`src/blcr_pkg.sv`:
```
// package for the buck load-current readout block
package blcr_pkg;
   // register byte addresses on the internal register port
   localparam logic [7:0] BLCR_ADDR_SELECT = 8'h24;
   localparam logic [7:0] BLCR_ADDR_HIGH = 8'h25;
   localparam logic [7:0] BLCR_ADDR_LOW = 8'h26;
   // values after reset
   localparam logic [7:0] BLCR_SELECT_RST = 8'h00;
   localparam logic [8:0] BLCR_RESULT_RST = 9'h001;
   localparam int BLCR_RESULT_W = 9;
   // register access from the serial control interface
   typedef struct packed
   {
      logic wr_en;
      logic [7:0] addr;
      logic [7:0] wdata;
   } blcr_reg_req_s;
   typedef enum logic [2:0]
   {
      BLCR_IDLE = 3'b001,
      BLCR_WAIT = 3'b010,
      BLCR_LOAD = 3'b100
   } blcr_state_e;
endpackage

```
`src/blcr_readout.sv`:
```
// buck load-current readout register front end
`timescale 1ns/1ps
// Operation
// - any write to the select register while clk_en is high starts a new measurement
// - select bit 0 picks converter zero (0) or converter one (1)
// - with dual_phase set, selected master reports summed master plus slave current
// - selected slave reports only its own current
// - result bit 8 sits in bit 0 of high register, 20 mA per count
// - result bits 7:0 sit in the low register
// - reserved bits of select and high registers read zero
// - select register lives at address 0x24
module blcr_readout
(
   input wire logic core_clk,
   input wire logic rst_b,
   input wire logic clk_en,
   input wire blcr_pkg::blcr_reg_req_s reg_req,
   input wire logic [7:0] reg_raddr,
   output logic [7:0] reg_rdata,
   output logic meas_start,
   output logic meas_sel,
   input wire logic meas_done,
   input wire logic [blcr_pkg::BLCR_RESULT_W-1:0] meas_zero_cur,
   input wire logic [blcr_pkg::BLCR_RESULT_W-1:0] meas_one_cur,
   input wire logic dual_phase,
   input wire logic master_is_one,
   output logic meas_busy
);
   import blcr_pkg::*;

   // ----------------------------------------
   // select register and start
   // ----------------------------------------
   logic sel_r;
   logic start_r;
   logic wr_sel;
   assign wr_sel = reg_req.wr_en && (reg_req.addr == BLCR_ADDR_SELECT);

   always_ff @(posedge core_clk or negedge rst_b)
   begin
      if (!rst_b)
      begin
         sel_r <= BLCR_SELECT_RST[0];
         start_r <= 1'b0;
      end
      else if (clk_en)
      begin
         start_r <= wr_sel;
         if (wr_sel)
         begin
            // reserved bits are not stored, so they always read zero
            sel_r <= reg_req.wdata[0];
         end
      end
   end

   // ----------------------------------------
   // measurement sequencer
   // ----------------------------------------
   blcr_state_e state_r;
   logic [BLCR_RESULT_W-1:0] result_r;
   logic [BLCR_RESULT_W-1:0] pick;
   logic [BLCR_RESULT_W:0] sum;
   logic sel_is_master;

   assign sel_is_master = dual_phase && (sel_r == master_is_one);
   assign sum = {1'b0, meas_zero_cur} + {1'b0, meas_one_cur};

   always_comb
   begin
      if (sel_is_master)
      begin
         // saturate at full scale rather than wrap
         pick = sum[BLCR_RESULT_W] ? '1 : sum[BLCR_RESULT_W-1:0];
      end
      else
      begin
         pick = sel_r ? meas_one_cur : meas_zero_cur;
      end
   end

   always_ff @(posedge core_clk or negedge rst_b)
   begin
      if (!rst_b)
      begin
         state_r <= BLCR_IDLE;
      end
      else if (clk_en)
      begin
         case (state_r)
            BLCR_IDLE:
            begin
               if (start_r)
               begin
                  state_r <= BLCR_WAIT;
               end
            end
            BLCR_WAIT:
            begin
               // a rewrite restarts the wait; done in the same cycle as start_r is dropped
               if (!start_r && meas_done)
               begin
                  state_r <= BLCR_LOAD;
               end
            end
            BLCR_LOAD:
            begin
               // result_r latches pick on this step in its own process
               state_r <= start_r ? BLCR_WAIT : BLCR_IDLE;
            end
            default:
            begin
               state_r <= BLCR_IDLE;
            end
         endcase
      end
   end

   // ----------------------------------------
   // result register
   // ----------------------------------------
   // result only moves on the load step, so high and low bytes stay a pair
   always_ff @(posedge core_clk or negedge rst_b)
   begin
      if (!rst_b)
      begin
         result_r <= BLCR_RESULT_RST;
      end
      else if (clk_en && (state_r == BLCR_LOAD))
      begin
         result_r <= pick;
      end
   end

   // ----------------------------------------
   // outputs and read mux
   // ----------------------------------------
   logic busy_nxt;
   logic [7:0] rdata_nxt;

   // busy must cover the start pulse cycle too, where the sequencer is still idle
   always_comb
   begin
      busy_nxt = 1'b0;
      if (wr_sel || start_r)
      begin
         busy_nxt = 1'b1;
      end
      else if (state_r == BLCR_WAIT)
      begin
         busy_nxt = 1'b1;
      end
      else
      begin
         // idle, or the load step with no rewrite pending
         busy_nxt = 1'b0;
      end
   end

   always_comb
   begin
      rdata_nxt = 8'h00;
      case (reg_raddr)
         BLCR_ADDR_SELECT:
         begin
            rdata_nxt = {7'h00, sel_r};
         end
         BLCR_ADDR_HIGH:
         begin
            rdata_nxt = {7'h00, result_r[BLCR_RESULT_W-1]};
         end
         BLCR_ADDR_LOW:
         begin
            rdata_nxt = result_r[7:0];
         end
         default:
         begin
            // unmapped addresses read zero rather than alias a register
            rdata_nxt = 8'h00;
         end
      endcase
   end

   // ----------------------------------------
   // output registers, one process per output
   // ----------------------------------------
   always_ff @(posedge core_clk or negedge rst_b)
   begin
      if (!rst_b)
      begin
         meas_start <= 1'b0;
      end
      else if (clk_en)
      begin
         meas_start <= wr_sel;
      end
   end

   always_ff @(posedge core_clk or negedge rst_b)
   begin
      if (!rst_b)
      begin
         meas_sel <= 1'b0;
      end
      else if (clk_en)
      begin
         meas_sel <= wr_sel ? reg_req.wdata[0] : sel_r;
      end
   end

   always_ff @(posedge core_clk or negedge rst_b)
   begin
      if (!rst_b)
      begin
         meas_busy <= 1'b0;
      end
      else if (clk_en)
      begin
         meas_busy <= busy_nxt;
      end
   end

   // registered read data costs a cycle but keeps the output glitch free
   always_ff @(posedge core_clk or negedge rst_b)
   begin
      if (!rst_b)
      begin
         reg_rdata <= 8'h00;
      end
      else if (clk_en)
      begin
         reg_rdata <= rdata_nxt;
      end
   end
endmodule

```
`config.mk`:
```
export PLATFORM = sky130hd
export DESIGN_NAME = blcr_readout
export DESIGN_NICKNAME = d
export VERILOG_FILES = /design/src/blcr_pkg.sv /design/src/blcr_readout.sv
export SDC_FILE = /design/constraint.sdc
export NUM_CORES = 1
export LEC_CHECK = 0
export BUFFER_PORTS_ARGS = -buffer_cell sky130_fd_sc_hd__buf_2
export CAP_MARGIN = 25
export CORE_MARGIN = 3
export CORE_UTILIZATION = 53
export DETAILED_ROUTE_END_ITERATION = 10
export GPL_TIMING_DRIVEN = 0
export MAX_ROUTING_LAYER = met4
export PLACE_DENSITY = 0.85
export SETUP_SLACK_MARGIN = 0.05
export SLEW_MARGIN = 10
export SYNTH_ARGS = -nofsm -noshare
export SYNTH_HDL_FRONTEND = slang
export SYNTH_SLANG_ARGS = --single-unit
```
`constraint.sdc`:
```
create_clock -name core_clk -period 4.75 [get_ports core_clk]
set_clock_uncertainty 0.05 [all_clocks]
set_input_delay 0.2375 -clock core_clk [delete_from_list [all_inputs] [get_ports core_clk]]
set_output_delay 0.2375 -clock core_clk [all_outputs]
set_load 0.02 [all_outputs]
```
==> results.toml, run 1 <==
[setup_path]
r2r_cells = 7
worstPathArrival_ns = 1.89
regToRegSetupSlack_ns = 3.00
critPathMaxFanout = 9
critPathKind = "reg -> reg"
r2r-end = "result_r[5]$_DFFE_PN0P_"
reg2reg_from = "meas_sel$_DFFE_PN0P_"
cp-start-kind = "flip-flop"
end_kind = "flip-flop"
worstPathRequired_ns = 4.89

[synthesis]
synthArstFlopShare_pct = 100
syn_avg_cell_area_um2 = 9.63
synthesis.area_um2 = 1660
synth_nets = 231
synthCells = 172
synth_edf_count = 0
synth.distinct_cells = 49
synth_ff_type = "dfrtp_1"
ys_warn_count = 0
ys_ff_latch = 23
seq_area_frac_synth_pct = 34.9

[clock_network]
clkTransAtPathRegs_ns = 0.13
clock_sinks = 23
numCtsBuffers = 3
cts_tree = "built"
root_buffer = "clkbuf_4"
clockBufferDepth = 2
cts_max_level = 1
clock_latency_ns = 0.31
ctsHoldBuffers = 1
ctsResizeCount = 0
post_cts_buffers = 0

[global_routing]
grt_antenna_before_repair = 0
grt_pass1_wl_um = 6050
grt_overflow_total = 0
grt_pass1_vias = 1391
track_usage_pct = 21.4
grt_max_degree = 24

[power_and_ir_drop]
ir_drop_uv = 98.2
power.density_nw_per_um2 = 205
p_leak_nw = 0.975

[floorplanning]
die_h_um = 61.9
core_area_um2 = 2880
fp.dieW_um = 61.9
rows = 19
die-area_um2 = 3830
ios = 60
initial_utilization_pct = 57.6

[sta]
rsz0062_at_grt = "false"
finalCriticalPeriod_ns = 1.75
max_slew.worst_pin.slew_ns = 0.583
tns_ns = 0
hold_violations = 0
report.final.slew_viol_count = 0
fin_ws_ns = 3.00
final-setup-viol-count = 0
slew_headroom_pct = 60.8
fin_crit_sh_pct = 36.9
timing.fmax_mhz = 570

[worst_hold_path]
hold_path.class = "in -> reg"
hold_start = "reg_req[0]"
worstHoldEndpoint = "meas_sel$_DFFE_PN0P_"
min_path_cells = 2

[flow_run]
drv_cap = 0

[drt]
routed_wirelength_um = 3590
firstDrtPassIters = 4
wl_per_cell_um = 13.2
drc = 0
detail-route-antenna-nets = 0
drt-initial-drc-count = 66
via_count = 1495
vias_per_cell = 5.52

[layout]
diodes = 0
areaGrowthSynthToFinish_pct = 21.1
layout-drive-gt1-share_pct = 33.6
nets = 289
fillers = 237

[placed_design]
dp_hpwl_um = 2910
io_buffers = 52
gp_congestion = 0.860
post-place-ws_ns = 2.70

[run_status]
status = "completed"
metal layers:
metal	global-route usage [%]	up-vias	wire length, µm
met5	-	-	0
met2	34.2	44	1670
met4	6.97	0	29
met1	28.7	683	1730
met3	1.86	4	157
li1	-	764	-
placed cells by master, fill, tap and decap left out, drive strengths merged, types with 2 or more instances in the layout:
| cell | instances |
|---|---|
| o21ai | 15 |
| mux2i | 4 |
| ha | 9 |
| o211ai | 3 |
| o22ai | 6 |
| nand3b | 3 |
| nor2b | 6 |
| xor2 | 2 |
| mux2 | 5 |
| dfrtp | 21 |
| inv | 9 |
| buf | 56 |
| nand2 | 13 |
| o31ai | 5 |
| or3 | 2 |
| dfstp | 2 |
| a21o | 3 |
| a21oi | 11 |
| clkbuf | 7 |
| xnor2 | 4 |
| nor2 | 7 |
| nor4 | 2 |
| a211oi | 8 |
| a22o | 8 |
Yosys cell counts, drive strengths merged, types with 5 or more instances:
library cell / instances / share of area (%)
a22o: 8 / 4.2
nand2: 13 / 2.9
a211oi: 8 / 4.2
a21oi: 11 / 3.3
inv: 9 / 2.0
ha: 9 / 6.8
o21ai: 15 / 4.8
nor2b: 6 / 2.3
nor2: 7 / 1.6
o22ai: 6 / 2.3
mux2: 5 / 3.4
dfrtp: 21 / 32
o31ai: 5 / 2.3
worst max-delay path, cell delays in order, from the launching register on:
cell      delay [ns]
dfrtp_1         0.42
clkbuf_8        0.18
xnor2_4         0.16
o211ai_1        0.10
a311o_1         0.29
buf_6           0.14
o22ai_1         0.20
o21ai_0         0.11
state kept, by name, indices dropped and copies added (netlist names):
name,flops
meas_sel,1
reg_rdata,8
meas_busy,1
state_r,3
result_r,9
meas_start,1
final cells by class:
| type | instances | area (µm²) | share of cell area, % |
|---|---|---|---|
| buffer | 8 | 60.1 | 2.99 |
| clock buffer | 3 | 22.5 | 1.12 |
| clock inverter | 1 | 5.00 | 0.249 |
| inverter | 9 | 33.8 | 1.68 |
| multi-input combinational | 132 | 985 | 49.1 |
| sequential | 23 | 578 | 28.8 |
| tap | 42 | 52.6 | 2.62 |
| timing repair buffer | 53 | 270 | 13.5 |
worst max-delay path by stage:
stage	to	slack [ns]	startpoint
floorplan	result_r[8]$_DFFE_PN0P_	2.97	meas_zero_cur[0]
global placement	result_r[6]$_DFFE_PN0P_	2.75	meas_zero_cur[4]
detailed placement	result_r[8]$_DFFE_PN0P_	2.70	meas_zero_cur[0]
CTS	result_r[5]$_DFFE_PN0P_	3.00	meas_sel$_DFFE_PN0P_
global route	result_r[5]$_DFFE_PN0P_	2.88	meas_zero_cur[4]
finish	result_r[5]$_DFFE_PN0P_	3.00	meas_sel$_DFFE_PN0P_
stage by stage:
stage	hold slack [ns]	utilization, %	std cells	power, mW	instance area (µm²)
finish	0.107	69.8	271	0.412	2010
global route	0.104	69.8	271	0.441	2010
CTS	0.102	69.8	271	0.415	2010
detailed placement	0.180	68.5	266	0.325	1970
global placement	0.175	68.5	266	0.321	1970
floorplan	-0.108	-	172	0.286	1660
power by group:
group,leakage [nW],internal (mW),switching (mW)
clock network,0.0177,0.0314,0.0576
logic,0.648,0.0561,0.0612
registers,0.309,0.202,0.00346
total,0.975,0.290,0.122
logic make-up after synthesis:
family / Yosys count / share of synthesized area [%]
adders and majority gates: 10 / 8.01
buffers and inverters: 17 / 5.66
DFF: 23 / 34.9
and+or+nand+nor: 42 / 14.4
AOI/OAI and AO/OA: 65 / 26.9
xor gates and xnor gates: 6 / 4.31
muxes: 9 / 5.82
Note: power is estimated with default switching activity, not from simulation.
==> run 2, diff against run 1 <==
- ABC_AREA: not set -> 1
- CORE_UTILIZATION: 53 -> 46
- PLACE_DENSITY: 0.85 -> 0.77
- clock period: 4.75 -> 1.6 ns (I/O delays scaled with it)
==> run 2 against run 1 <==
Routed wire length increased by 16%. Maximum frequency increased by 22%. Flip-flop and latch count unchanged. Critical endpoint is now result_r[3]$_DFFE_PN0P_. Largest power group unchanged. First-iteration DRC count increased by 85%. Critical path type unchanged. Sequential share of layout area decreased by 2.5 points. Largest cell class unchanged. Utilization decreased by 11 points. Power increased to 3.5 times the previous value. Synthesized cell count increased by 56%. Die area increased by 22%. Combinational power increased to 3.7 times the previous value. Sequential power increased to 3.2 times the previous value.
==> results.toml, run 2 <==
[setup_path]
r2r_cells = 10
worstPathArrival_ns = 1.54
critPathKind = "reg -> reg"
path_cells = "inv_4 > nor2_2 > nor2_2 > nand2_2 > clkinv_2 > nand3_4 > nor2_8 > nand2_1 > nand2_1 > nand2_1"
cp-start-kind = "flip-flop"
critPathMaxFanout = 9
cp.depth = 10
worstPathRequired_ns = 1.70
end_kind = "flip-flop"
crit_slowest_cell = "dfrtp_2"
crit_top_cell = "nand2_1"
cpPeakStageDelay_ns = 0.44
cp_top_family = "simple AND/OR/NAND/NOR gates"
crit_buf_inv = 2

[synthesis]
synthArstFlopShare_pct = 100
synth.distinct_cells = 34
syn_avg_cell_area_um2 = 6.68
synthesis.area_um2 = 1800
synth_top_cell_by_area = "dfrtp_1"
synth_nets = 328
synthCells = 269
synth_edf_count = 0
seq_area_frac_synth_pct = 32.2
synth_ff_type = "dfrtp_1"
ys_warn_count = 0
synthTopCellsByArea = "dfrtp_1 (29%), nand2_1 (24%), ha_1 (6.3%)"
ys_top_cells_by_count = "nand2_1 (115), dfrtp_1 (21), inv_1 (21), nor2_1 (16), nand3_1 (12)"
ys_ff_latch = 23
yosys.area.top_type_share_pct = 29.2
yosysMostFrequentCell = "nand2_1"

[power_and_ir_drop]
power.density_nw_per_um2 = 648
p_leak_nw = 1.19
ir_drop_uv = 298
power_mw = 1.43

[sta]
timing.fmax_mhz = 693
max_slew.worst_pin.slew_ns = 0.496
fin_crit_sh_pct = 90.1
slew_headroom_pct = 67.0
report.final.slew_viol_count = 0
hold_violations = 0
rsz0062_at_grt = "false"
finalCriticalPeriod_ns = 1.44
tns_ns = 0
final-setup-viol-count = 0
fin_ws_ns = 0.158

[placed_design]
io_buffers = 52
post-place-ws_ns = -0.202
gp_congestion = 0.889
dp_hpwl_um = 3320

[drt]
detail-route-antenna-nets = 0
wl_per_cell_um = 11.1
via_count = 1810
drc = 0
vias_per_cell = 4.81
firstDrtPassIters = 4
routed_wirelength_um = 4160
drt-initial-drc-count = 122

[clock_network]
clkTransAtPathRegs_ns = 0.08
cts_max_level = 1
cts_tree = "built"
root_buffer = "clkbuf_8"
clockBufferDepth = 2
clock_latency_ns = 0.25
numCtsBuffers = 3
clock_sinks = 23

[layout]
reg.largest.list = "result_r x9, reg_rdata x8, state_r x3"
final_cell_mix = "nand2_1 (113), buf_2 (53), inv_1 (21), dfrtp_1 (20), nor2_1 (16)"
top_register = "result_r"
layout-drive-gt1-share_pct = 26.8
nets = 388
largest_reg_flops = 9
areaGrowthSynthToFinish_pct = 22.6
final_common_cell = "nand2_1"
diodes = 0

[global_routing]
grt_overflow_total = 0
grt_pass1_vias = 1614
grt_pass1_wl_um = 6730
track_usage_pct = 19.1
grt_antenna_before_repair = 0
grt_max_degree = 24

[floorplanning]
die_h_um = 68.5
die-area_um2 = 4690
ios = 60
initial_utilization_pct = 48.4
rows = 22
fp.dieW_um = 68.5
core_area_um2 = 3720

[flow_run]
drv_cap = 0

[worst_hold_path]
hold_path.class = "in -> reg"
min_path_cells = 3

[run_status]
status = "completed"
==> run 2: cell count changes after synthesis, moves of 6 or more <==
cell	before	now
a211oi_1	6	0
a22o_1	8	0
a31oi_1	1	9
inv_1	9	21
inv_2	0	8
nand2_1	13	115
nand3_1	1	12
nor2_1	7	16
nor2b_1	6	0
o21ai_0	14	3
o21ai_1	0	11
o22ai_1	6	0
==> run 2: final cells by class <==
class	count	area, µm²
clock buffers	3	41.3
multi-input cells	210	1090
clock inverters	1	5.00
repair buffers	55	285
fillers	371	1510
plain buffers	4	20.0
well taps	48	60.1
inverters	32	124
flip-flops and latches	23	579
==> run 2: where the power goes <==
part	internal, mW	switching, mW	total (mW)
Sequential	0.627	0.0216	0.649
Clock	0.173	0.170	0.343
Combinational	0.172	0.262	0.435
Total	0.973	0.454	1.43
==> run 2: timing repair <==
action                                 CTS  global route
pin swaps                                0             0
hold buffers                             1             0
gates resized for setup                  1             6
buffers inserted                         0             2
setup endpoints to repair                2             9
endpoints found under the hold margin   21             0
==> run 2: per-stage QoR <==
stage | area (µm²) | hold slack, ns | util (%) | cells
6_report | 2200 | 0.00526 | 59.3 | 376
2_1_floorplan | 1800 | -0.266 | - | 269
3_3_place_gp | 2120 | 0.0184 | 57.0 | 369
3_5_place_dp | 2120 | 0.0189 | 57.0 | 369
4_1_cts | 2180 | 0.00512 | 58.6 | 374
5_1_grt | 2200 | 0.000273 | 59.3 | 376
==> run 2: worst register-to-register path: stages (launching register included) <==
cell and delay (ns):
dfrtp_2 0.44, inv_4 0.12, nor2_2 0.05, nor2_2 0.11, nand2_2 0.06, clkinv_2 0.07, nand3_4 0.09, nor2_8 0.14
nand2_1 0.06, nand2_1 0.08, nand2_1 0.05
==> run 2: cell families (layout without fill, tap and decap cells) <==
logic type      Yosys count  count (layout)  share of synthesized area (%)
simple gates            162             162                           39.8
buf+inv                  36              95                           7.87
compound gates           35              35                           11.4
flops                    23              23                           32.2
fa+ha+maj                10              10                           7.38
xor+xnor                  3               3                           1.46
==> run 2: path summary, 6_finish.rpt <==
kind                                         start                 endpoint  slack [ns]
min                                     reg_req[0]     meas_sel$_DFFE_PN0P_       0.005
min reg2reg                result_r[0]$_DFFE_PN1P_  result_r[0]$_DFFE_PN1P_        0.43
max in group asynchronous                    rst_b     meas_sel$_DFFE_PN0P_        0.87
max reg2reg                   meas_sel$_DFFE_PN0P_  result_r[3]$_DFFE_PN0P_        0.16
min in group asynchronous                    rst_b   state_r[1]$_DFFE_PN0P_        0.27
max                           meas_sel$_DFFE_PN0P_  result_r[3]$_DFFE_PN0P_        0.16
==> run 2: routing by layer <==
metal	part of all wire [%]	vias up	GRT usage, %
li1	-	977	-
met1	45	798	24.0
met2	50	31	31.7
met3	3.2	4	2.11
met4	1.7	0	7.20
met5	0	-	-
